<file path="src/conv_ctrl_regs.svh">
// constants for the converter start-of-conversion control block
// assumes an 8-bit special-register port with 8-bit addresses
// Overview of operation
// - throughput up to 200 ksps sustained
// - conversion clock is sysclk over divider plus one
// - two-bit field picks one of four starts
// - software start: writing busy bit one starts
// - timer three overflow starts a conversion
// - rising edge on external start pin starts
// - timer two overflow starts a conversion
// - busy bit high during conversion, low after
// - busy falling edge at end of conversion sets done flag, interrupt
// - result bytes valid while done flag set
// - timers use low or high overflow by mode
// - converter works only while enable bit set
`ifndef CONV_CTRL_REGS_SVH
`define CONV_CTRL_REGS_SVH
`define ADDR_CONFIG 8'hBC
`define ADDR_CONTROL 8'hBA
`define ADDR_RESULT_HIGH 8'hBF
`define ADDR_RESULT_LOW 8'hBE
`define ADDR_IE_GROUP2 8'hE7
`define ADDR_IP_GROUP2 8'hF7
`define CFG_DIV_LSB 3
`define CFG_DIV_MSB 7
`define CFG_RESET 8'hF8
`define CTL_ENABLE_BIT 7
`define CTL_DONE_BIT 5
`define CTL_BUSY_BIT 4
`define CTL_SRC_LSB 2
`define CTL_SRC_MSB 3
`define CTL_RESET 8'h00
`define IE2_EOC_BIT 4
`define IE2_WIN_BIT 3
`define IP2_EOC_BIT 4
`define GROUP2_RESET 8'h00
`define CONV_CLOCKS 12
`define MAX_RATE_KSPS 200
`define SYSCLK_MHZ 250
`define MIN_SAMPLE_CYCLES ((`SYSCLK_MHZ * 1000 + `MAX_RATE_KSPS - 1) / `MAX_RATE_KSPS)
`endif

</file>
<file path="src/conv_ctrl_pkg.sv">
// types for the converter start-of-conversion control block
// assumes the constants header is compiled alongside
package conv_ctrl_pkg;
  typedef enum logic [1:0] {
    SRC_SOFTWARE,
    SRC_TIMER3,
    SRC_EXTERNAL,
    SRC_TIMER2
  } start_src_e;
  typedef enum logic {
    ST_IDLE,
    ST_CONVERT
  } conv_state_e;
endpackage

</file>
<file path="src/start_pin_filter.sv">
// synchroniser and rising-edge detector for the external start pin
// assumes pin is asynchronous to mclk_i
`timescale 1ns/1ps
`default_nettype none
module start_pin_filter (
  // clock and reset
  input wire logic mclk_i,
  input wire logic rst_n_i,
  // pin and event
  input wire logic pin_i,
  output logic rise_o
);
  logic sync1_q;
  logic sync2_q;
  logic sync3_q;
  logic level_q;
  // three stages; first stage only feeds the second
  always_ff @(posedge mclk_i or negedge rst_n_i) begin
    if (!rst_n_i) begin
      sync1_q <= 1'b0;
      sync2_q <= 1'b0;
      sync3_q <= 1'b0;
    end else begin
      sync1_q <= pin_i;
      sync2_q <= sync1_q;
      sync3_q <= sync2_q;
    end
  end
  // level changes only when stages two and three agree
  always_ff @(posedge mclk_i or negedge rst_n_i) begin
    if (!rst_n_i) begin
      level_q <= 1'b0;
    end else if (sync2_q == sync3_q) begin
      level_q <= sync3_q;
    end
  end
  assign rise_o = (sync2_q == sync3_q) && sync3_q && !level_q;
endmodule // start_pin_filter
`default_nettype wire

</file>
<file path="src/conv_start_ctrl.sv">
// start-of-conversion control for a 10-bit successive-approximation converter
// assumes a single-cycle 8-bit register port from the cpu core and an
// analog core that returns a 10-bit result after the last conversion clock
`timescale 1ns/1ps
`default_nettype none
`include "conv_ctrl_regs.svh"
module conv_start_ctrl
  import conv_ctrl_pkg::*;
#(
  parameter int CONV_CLOCKS = `CONV_CLOCKS,
  parameter int MIN_SAMPLE_CYCLES = `MIN_SAMPLE_CYCLES
) (
  // clock and reset
  input wire logic mclk_i,
  input wire logic rst_n_i,
  // register port
  input wire logic [7:0] reg_addr_i,
  input wire logic reg_wr_i,
  input wire logic reg_rd_i,
  input wire logic [7:0] reg_wdata_i,
  output logic [7:0] reg_rdata_o,
  // timer overflow pulses and split-mode selects
  input wire logic timer2_low_ovf_i,
  input wire logic timer2_high_ovf_i,
  input wire logic timer2_split_i,
  input wire logic timer3_low_ovf_i,
  input wire logic timer3_high_ovf_i,
  input wire logic timer3_split_i,
  // external start pin
  input wire logic external_convert_start_i,
  // analog core
  input wire logic [9:0] sar_result_i,
  output logic conv_clk_en_o,
  output logic sample_o,
  output logic converter_enable_o,
  // interrupt request
  output logic eoc_irq_o,
  output logic eoc_priority_o
);
  logic [7:0] config_q;
  logic [7:0] control_q;
  logic [7:0] ie2_q;
  logic [7:0] ip2_q;
  logic [9:0] result_q;
  logic [4:0] div_cnt_q;
  logic [4:0] clk_cnt_q;
  logic [15:0] spacing_q;
  conv_state_e state_q;
  logic conv_tick;
  logic ext_rise;
  logic start_evt;
  logic finish;
  logic sw_start;
  logic wr_ctl;
  logic t2_ovf;
  logic t3_ovf;
  start_src_e src;

  start_pin_filter u_pin (
    .mclk_i(mclk_i),
    .rst_n_i(rst_n_i),
    .pin_i(external_convert_start_i),
    .rise_o(ext_rise)
  );

  assign wr_ctl = reg_wr_i && (reg_addr_i == `ADDR_CONTROL);
  assign sw_start = wr_ctl && reg_wdata_i[`CTL_BUSY_BIT];
  assign src = start_src_e'(control_q[`CTL_SRC_MSB:`CTL_SRC_LSB]);

  // 8-bit timers overflow from the low byte, 16-bit ones from the high byte
  assign t2_ovf = timer2_split_i ? timer2_low_ovf_i : timer2_high_ovf_i;
  assign t3_ovf = timer3_split_i ? timer3_low_ovf_i : timer3_high_ovf_i;

  // select trigger; a source that is not selected is simply ignored
  always_comb begin
    start_evt = 1'b0;
    unique case (src)
      SRC_SOFTWARE: start_evt = sw_start;
      SRC_TIMER3: start_evt = t3_ovf;
      SRC_EXTERNAL: start_evt = ext_rise;
      SRC_TIMER2: start_evt = t2_ovf;
    endcase
  end

  // conversion clock divider, held in reset outside a conversion
  always_ff @(posedge mclk_i or negedge rst_n_i) begin
    if (!rst_n_i) begin
      div_cnt_q <= 5'h00;
    end else if (state_q != ST_CONVERT || conv_tick) begin
      div_cnt_q <= 5'h00;
    end else begin
      div_cnt_q <= div_cnt_q + 5'h01;
    end
  end
  // one tick every divider plus one system clocks; clearing enable stops it at once
  assign conv_tick = (state_q == ST_CONVERT) &&
                     control_q[`CTL_ENABLE_BIT] &&
                     (div_cnt_q == config_q[`CFG_DIV_MSB:`CFG_DIV_LSB]);
  assign conv_clk_en_o = conv_tick;
  assign finish = conv_tick && (clk_cnt_q == 5'(CONV_CLOCKS - 1));

  // conversion sequencer; new starts ignored while converting
  always_ff @(posedge mclk_i or negedge rst_n_i) begin
    if (!rst_n_i) begin
      state_q <= ST_IDLE;
      clk_cnt_q <= 5'h00;
    end else if (!control_q[`CTL_ENABLE_BIT]) begin
      state_q <= ST_IDLE;
      clk_cnt_q <= 5'h00;
    end else begin
      unique case (state_q)
        ST_IDLE: begin
          clk_cnt_q <= 5'h00;
          // spacing guard keeps the sample rate within its ceiling
          if (start_evt && spacing_q == 16'h0000) begin
            state_q <= ST_CONVERT;
          end
        end
        // events during a conversion are dropped, never queued
        ST_CONVERT: begin
          if (finish) begin
            state_q <= ST_IDLE;
          end else if (conv_tick) begin
            clk_cnt_q <= clk_cnt_q + 5'h01;
          end
        end
      endcase
    end
  end
  // tracking runs whenever the converter is on and idle
  assign sample_o = (state_q == ST_IDLE) && control_q[`CTL_ENABLE_BIT];

  // least spacing between starts for the rated throughput
  // limitation: the count is fixed in system clocks, so another clock needs a new count
  always_ff @(posedge mclk_i or negedge rst_n_i) begin
    if (!rst_n_i) begin
      spacing_q <= 16'h0000;
    end else if (state_q == ST_IDLE && start_evt && spacing_q == 16'h0000 &&
                 control_q[`CTL_ENABLE_BIT]) begin
      spacing_q <= 16'(MIN_SAMPLE_CYCLES - 1);
    end else if (spacing_q != 16'h0000) begin
      spacing_q <= spacing_q - 16'h0001;
    end
  end

  // control register: busy mirrors the sequencer, done is sticky
  // busy rises one cycle after the sequencer enters conversion and drops at the same edge as done sets
  always_ff @(posedge mclk_i or negedge rst_n_i) begin
    if (!rst_n_i) begin
      control_q <= `CTL_RESET;
    end else begin
      if (wr_ctl) begin
        control_q[7:6] <= reg_wdata_i[7:6];
        control_q[3:0] <= reg_wdata_i[3:0];
        control_q[`CTL_DONE_BIT] <= reg_wdata_i[`CTL_DONE_BIT] &
                                    control_q[`CTL_DONE_BIT];
      end
      // completion wins over a same-cycle clear
      if (finish) begin
        control_q[`CTL_DONE_BIT] <= 1'b1;
      end
      control_q[`CTL_BUSY_BIT] <= (state_q == ST_CONVERT) && !finish;
    end
  end

  // result captured with done so data is valid whenever done reads one
  // a disable in mid-conversion leaves the previous result in place
  always_ff @(posedge mclk_i or negedge rst_n_i) begin
    if (!rst_n_i) begin
      result_q <= 10'h000;
    end else if (finish) begin
      result_q <= sar_result_i;
    end
  end

  // divider configuration register
  always_ff @(posedge mclk_i or negedge rst_n_i) begin
    if (!rst_n_i) begin
      config_q <= `CFG_RESET;
    end else if (reg_wr_i && reg_addr_i == `ADDR_CONFIG) begin
      config_q <= reg_wdata_i;
    end
  end

  // extended interrupt enable and priority registers
  // only the converter bits leave the block; the rest is storage for software
  always_ff @(posedge mclk_i or negedge rst_n_i) begin
    if (!rst_n_i) begin
      ie2_q <= `GROUP2_RESET;
      ip2_q <= `GROUP2_RESET;
    end else if (reg_wr_i) begin
      if (reg_addr_i == `ADDR_IE_GROUP2) begin
        ie2_q <= reg_wdata_i;
      end
      if (reg_addr_i == `ADDR_IP_GROUP2) begin
        ip2_q <= reg_wdata_i;
      end
    end
  end

  // request follows the sticky flag so it stays until software clears it
  assign eoc_irq_o = control_q[`CTL_DONE_BIT] && ie2_q[`IE2_EOC_BIT];
  assign eoc_priority_o = ip2_q[`IP2_EOC_BIT];
  assign converter_enable_o = control_q[`CTL_ENABLE_BIT];

  // read mux; unmapped addresses read zero
  // result bytes are not latched as a pair, so read both between conversions
  always_ff @(posedge mclk_i or negedge rst_n_i) begin
    if (!rst_n_i) begin
      reg_rdata_o <= 8'h00;
    end else if (reg_rd_i) begin
      unique case (reg_addr_i)
        `ADDR_CONFIG: reg_rdata_o <= config_q;
        `ADDR_CONTROL: reg_rdata_o <= control_q;
        `ADDR_RESULT_HIGH: reg_rdata_o <= {6'h00, result_q[9:8]};
        `ADDR_RESULT_LOW: reg_rdata_o <= result_q[7:0];
        `ADDR_IE_GROUP2: reg_rdata_o <= ie2_q;
        `ADDR_IP_GROUP2: reg_rdata_o <= ip2_q;
        default: reg_rdata_o <= 8'h00;
      endcase
    end
  end
endmodule // conv_start_ctrl
`default_nettype wire

</file>
<file path="config.mk">
export PLATFORM = sky130hd
export DESIGN_NAME = conv_start_ctrl
export DESIGN_NICKNAME = d
export VERILOG_FILES = /design/src/conv_ctrl_pkg.sv /design/src/start_pin_filter.sv /design/src/conv_start_ctrl.sv
export VERILOG_INCLUDE_DIRS = /design/src /design/src/src
export SDC_FILE = /design/constraint.sdc
export NUM_CORES = 1
export LEC_CHECK = 0
export ABC_AREA = 1
export BUFFER_PORTS_ARGS = -buffer_cell sky130_fd_sc_hd__buf_2
export CAP_MARGIN = 0
export CORE_ASPECT_RATIO = 0.8
export CORE_MARGIN = 2
export CORE_UTILIZATION = 55
export CTS_BUF_LIST = sky130_fd_sc_hd__clkbuf_8
export DETAILED_ROUTE_END_ITERATION = 8
export GPL_TIMING_DRIVEN = 0
export MAX_ROUTING_LAYER = met4
export PLACE_DENSITY = 0.76
export SLEW_MARGIN = 10
export SYNTH_ARGS = -nofsm -noshare
export SYNTH_HDL_FRONTEND = slang
export SYNTH_HIERARCHICAL = 1
export SYNTH_SLANG_ARGS = --single-unit
</file>
<file path="constraint.sdc">
create_clock -name mclk_i -period 3.3 [get_ports mclk_i]
set_clock_uncertainty 0.1 [all_clocks]
set_input_delay 0.66 -clock mclk_i [delete_from_list [all_inputs] [get_ports mclk_i]]
set_output_delay 0.66 -clock mclk_i [all_outputs]
set_load 0.1 [all_outputs]
</file>
# Word level (Yosys, flattened, before mapping)
# Index checks and enable logic that the tools add are counted.
[totals] ff_bits=81 inputBits=37 word_cells=78
[op_classes] addsub=3 eq_ne=14 muxes=17 bitwise_logic=2 n_reduce_logical=26
[op_table] operator="$eq A8 B8 Y1 const B" n=6
[op_table] operator="$pmux W8 S6" n=1
[op_table] operator="$mux W16" n=2
[op_table] operator="$mux W5" n=4
[op_table] operator="$logic_not A16 Y1" n=1
[op_table] operator="$reduce_bool A16 Y1" n=1
[op_table] operator="$sub A16 B1 Y16 const B" n=1
[op_table] operator="$logic_and A1 B1 Y1" n=15
[op_table] operator="$add A5 B1 Y5 const B" n=2
[op_table] operator="$pmux W5 S2" n=1
[op_table] operator="$mux W1" n=7
[op_table] operator="$reduce_and A2 Y1" n=3
[op_table] operator="$eq A5 B4 Y1 const B" n=1
[op_table] operator="$eq A5 B5 Y1" n=1
[op_table] operator="$eq A2 B2 Y1 const B" n=2
[op_table] operator="$pmux W1 S4" n=1
[op_table] operator="$reduce_bool A2 Y1" n=2
[op_table] operator="$ne A3 B2 Y1 const B" n=1
[op_table] operator="$ne A3 B3 Y1 const B" n=1
[op_table] operator="$eq A2 B1 Y1 const B" n=1
[op_table] operator="$logic_not A1 Y1" n=2
[op_table] operator="$logic_not A2 Y1" n=1
[op_table] operator="$pmux W1 S2" n=1
[op_table] operator="$and A1 B1 Y1" n=1
[op_table] operator="3 further kinds" n=3

# Depth between registers and ports, before layout
[logic_depth] ltp_word=8 ltp_mapped=11 ltp_nobuf=10

# By module
# The synthesis kept the hierarchy.
[modules_own_cells] mod="conv_start_ctrl" n_inst=1 cells_per_inst=495 area_per_inst_um2=3993.8 seq_area_each_um2=1933.1
[modules_own_cells] mod="start_pin_filter" n_inst=1 cells_per_inst=11 area_per_inst_um2=135.1 seq_area_each_um2=100.1

# Least setup slack after synthesis
# No wires, ideal clock.
[synth_path] kind="register -> output" startpoint="register control_q[7]" endpoint="output port sample_o" t_arrival_ns=2.496 required_time_ns=2.540 path_slack_ns=0.044 path_stages_with_launch=3 cell_sequence="dfrtp_1 -> inv_1 -> nor2_1"
[synth_between] elab_chain_len=1
[synth_rtl] element="from (decl)" line="conv_start_ctrl.sv:41" text="logic [7:0] control_q;"
[synth_rtl] element="from (signal assigned)" line="conv_start_ctrl.sv:150" text="control_q <= `CTL_RESET;"
[synth_rtl] element="from (signal assigned)" line="conv_start_ctrl.sv:153" text="control_q[7:6] <= reg_wdata_i[7:6];"
[synth_rtl] element="from (signal, indexed assignment)" line="conv_start_ctrl.sv:155" text="control_q[`CTL_DONE_BIT] <= reg_wdata_i[`CTL_DONE_BIT] &"
[synth_rtl] element="$logic_and A1 B1 Y1" line="conv_start_ctrl.sv:131" text="assign sample_o = (state_q == ST_IDLE) && control_q[`CTL_ENABLE_BIT];"
[synth_rtl] element="to (decl)" line="conv_start_ctrl.sv:34" text="output logic sample_o,"
# No other way between the ends.

# Final worst setup path
[layout_path] startpoint="register config_q[4]" endpoint="output port conv_clk_en_o"
[layout_between] elab_chain_len=2
[layout_rtl] element="from (decl)" line="conv_start_ctrl.sv:40" text="logic [7:0] config_q;"
[layout_rtl] element="from (signal assigned)" line="conv_start_ctrl.sv:179" text="config_q <= `CFG_RESET;"
[layout_rtl] element="from (signal assigned)" line="conv_start_ctrl.sv:181" text="config_q <= reg_wdata_i;"
[layout_rtl] element="$eq A5 B5 Y1" line="conv_start_ctrl.sv:98" text="(div_cnt_q == config_q[`CFG_DIV_MSB:`CFG_DIV_LSB]);"
[layout_rtl] element="$logic_and A1 B1 Y1" line="conv_start_ctrl.sv:96" text="assign conv_tick = (state_q == ST_CONVERT) &&"
[layout_rtl] element="to (decl)" line="conv_start_ctrl.sv:33" text="output logic conv_clk_en_o,"
# No other way between the ends.

==> key figures <==
Status
  • Outcome: finished clean

Route
  • WL/cell: 12.9 um
  • Total routed wirelength: 8540 um
  • Via/cell ratio: 5.09
  • First-pass iteration count of the detailed router: 4
  • DRC: 0
  • Iter 0 DRT Violations: 189
  • Antenna viol nets, final: 0
  • Total number of vias: 3,366

Synth
  • Yosys top cell area share: 46.1%
  • Post-Syn Nets: 548
  • Mapped Cells: 506
  • Syn avg cell area: 8.16 um2
  • Register area share after synthesis: 49.2%
  • Cell taking the most area after synthesis: dfrtp_1
  • Synth Area in Compound Gates: 7.94%
  • Simple-gate area share of the yosys netlist: 27.1%
  • Synth area leaders: dfrtp_1, nand2_1, inv_1, nor2_1, o21ai_0
  • Post-synth EDFFs: 0
  • Ys Warns: 6
  • Ys async rst share: 100%
  • Mux cell area share after synthesis: 2.18%
  • Largest family of logic cells by synthesized area: simple AND/OR/NAND/NOR gates
  • Ys flop type: dfrtp_1
  • Synth Area in Adders: 1.52%
  • Cell Area, Synth: 4130 um2
  • Cell variety after synth: 33
  • XOR/XNOR share of the synthesized area: 3.61%
  • Synthesis-stage register bit count: 81

GRT
  • Total congestion overflow: 0
  • Initial antenna violation count: 0
  • First-pass GRT wire length: 14,700 um
  • Largest net degree at the start of global routing: 67
  • GRT Util Overall: 24.0%
  • Vias in the first global route: 3,163

Clocking
  • TritonCTS clock tree: built
  • Clock transition at path regs: 80 ps
  • H-tree depth: 3
  • CTS sink cnt: 81
  • CTS Hold Bufs: 0
  • Root buffer cell: clkbuf_8
  • Cts bufs inserted: 9
  • Post-CTS Setup Bufs: 0
  • Cts repair resizes: 0
  • Clock latency on the worst-skew pair: 360 ps
  • Clock Tree Buf Depth: 2

Worst setup path
  • Worst Setup Start Kind: flip-flop
  • CP endpoint kind: output port
  • Arrival time worst endpoint: 1970 ps
  • CP Max Fanout: 3
  • Max stage delay on crit path: 530 ps
  • Worst reg2reg path depth: 9
  • Worst path cell trace: inv_1 > nand2_1 > nand2_1 > a21oi_1 > nand3_1 > inv_1 > nand2_1 > inv_1 > buf_2
  • CP delay by family, top: buffers and inverters
  • CP Class: flip-flop to output port
  • Buffers & Inverters on Critical Path: 4
  • Slowest CP cell: dfstp_2
  • WP depth: 9
  • Critical path required time: 2540 ps

Pwr
  • Pwr/cell area: 463 nW/um2
  • Worst VDD drop: 0.395 mV
  • Pleak: 2.64 nW

Timing
  • Fin. max-slew vios: 0
  • Final period util: 82.6%
  • RSZ-0062 raised after global routing: false
  • Final setup TNS: 0 ps
  • Hold Fails Final Rpt: 0
  • Worst relative slew slack: 67.8%
  • # setup viols final: 0
  • Max Freq: 0.367 GHz
  • Tightest Pin Transition: 486 ps
  • Fin crit period: 2730 ps

Run
  • Max Cap Violations: 0

Cells and area
  • NumNets Final: 608
  • # diodes: 0
  • Most frequent cells in the layout: nand2_1, dfrtp_1, inv_1
  • Area delta synth->final: 15.2%
  • Commonest non-fill, non-tap cell in the layout: nand2_1
  • Final Cell Area: 4760 um2
  • Utilization after layout: 65.0%
  • Share of cells above drive strength 1: 19.6%

Die
  • Core area: 7320 um2
  • Ports: 50
  • Initial Util: 56.4%
  • Die Ht: 81.5 um
  • Rows: 28
  • Die width: 101 um
  • Die area: 8220 um2

Hold path
  • Class of the worst hold path: primary input to asynchronous set/reset pin

Placed design
  • Port buffer count: 48
  • Area post-placement: 4510 um2
  • Detailed Place HPWL: 6400 um
  • Final GP Congestion: 0.830
## flip-flops by register name, indices dropped and copies added, names as in the netlist
| register | count |
|---|---|
| ie2_q | 8 |
| reg_rdata_o | 8 |
| result_q | 10 |
| u_pin/sync3_q | 1 |
| clk_cnt_q | 5 |
| control_q | 8 |
| state_q | 1 |
| u_pin/sync2_q | 1 |
| spacing_q | 16 |
| div_cnt_q | 5 |
| config_q | 8 |
| u_pin/sync1_q | 1 |
| ip2_q | 8 |
| u_pin/level_q | 1 |
## through the flow
step | worst slack [ps] | instances | power (mW) | hold slack [ps]
floorplan | 44.0 | 506 | 1.26 | 231
global placement | 878 | 644 | 1.35 | 240
detailed placement | 966 | 645 | 1.36 | 236
CTS | 579 | 661 | 2.23 | 47.3
global route | 388 | 661 | 2.30 | 41.2
finish | 573 | 661 | 2.20 | 51.4
## synth_stat cells (5+ instances only)
cell,n
nand2_1,147
dfrtp_1,76
inv_1,73
nor2_1,55
o21ai_0,27
nand3_1,15
a21oi_1,14
xor2_1,13
mux2_2,8
o21ai_2,8
o22ai_1,6
dfstp_2,5
ha_1,5
nand3b_1,5
nand4_1,5
nor3_1,5
## cells by family (layout without fill, tap and decap cells)
kind of cell | after synthesis | in the layout
AOI/OAI and AO/OA | 58 | 58
buffers and inverters | 83 | 148
xor gates and xnor gates | 17 | 17
muxes | 8 | 8
adders and majority gates | 5 | 5
and+or+nand+nor | 254 | 254
DFF | 81 | 81
## area by class of cell
cell class	count	area [um2]
flip-flops and latches	81	2030
inverters	74	278
clock inverters	6	106
multi-input cells	342	1750
fillers	645	2570
plain buffers	9	71.3
repair buffers	49	270
clock buffers	10	138
well taps	90	113
## power by group
| group | total, mW | leakage [nW] | switching, mW | internal, mW |
|---|---|---|---|---|
| Combinational | 0.264 | 1.53 | 0.190 | 0.0742 |
| Sequential | 1.07 | 0.980 | 0.0320 | 1.04 |
| Clock | 0.865 | 0.124 | 0.346 | 0.519 |
| Total | 2.20 | 2.64 | 0.568 | 1.64 |
## per-layer routing
layer  share of wire (%)  routed length, um  global-route usage (%)  up-vias
li1                    -                  -                       -     1695
met1                  46               3940                    31.9     1575
met2                  47               3990                    37.3       88
met3                 6.3                537                    6.38        8
met4                0.88                 75                    5.75        0
met5                   0                  0                       -        -
## worst paths after layout
kind | start | endpoint | slack (ps)
max reg2reg | spacing_q[0] | spacing_q[1] | 1540
min in group mclk_i | u_pin/sync1_q | u_pin/sync2_q | 260
min | rst_n_i | result_q[7] | 50
max | config_q[4] | conv_clk_en_o | 570
min reg2reg | u_pin/sync1_q | u_pin/sync2_q | 260
max in group asynchronous | rst_n_i | config_q[4] | 2410
Power figures use the tool's default switching activity.
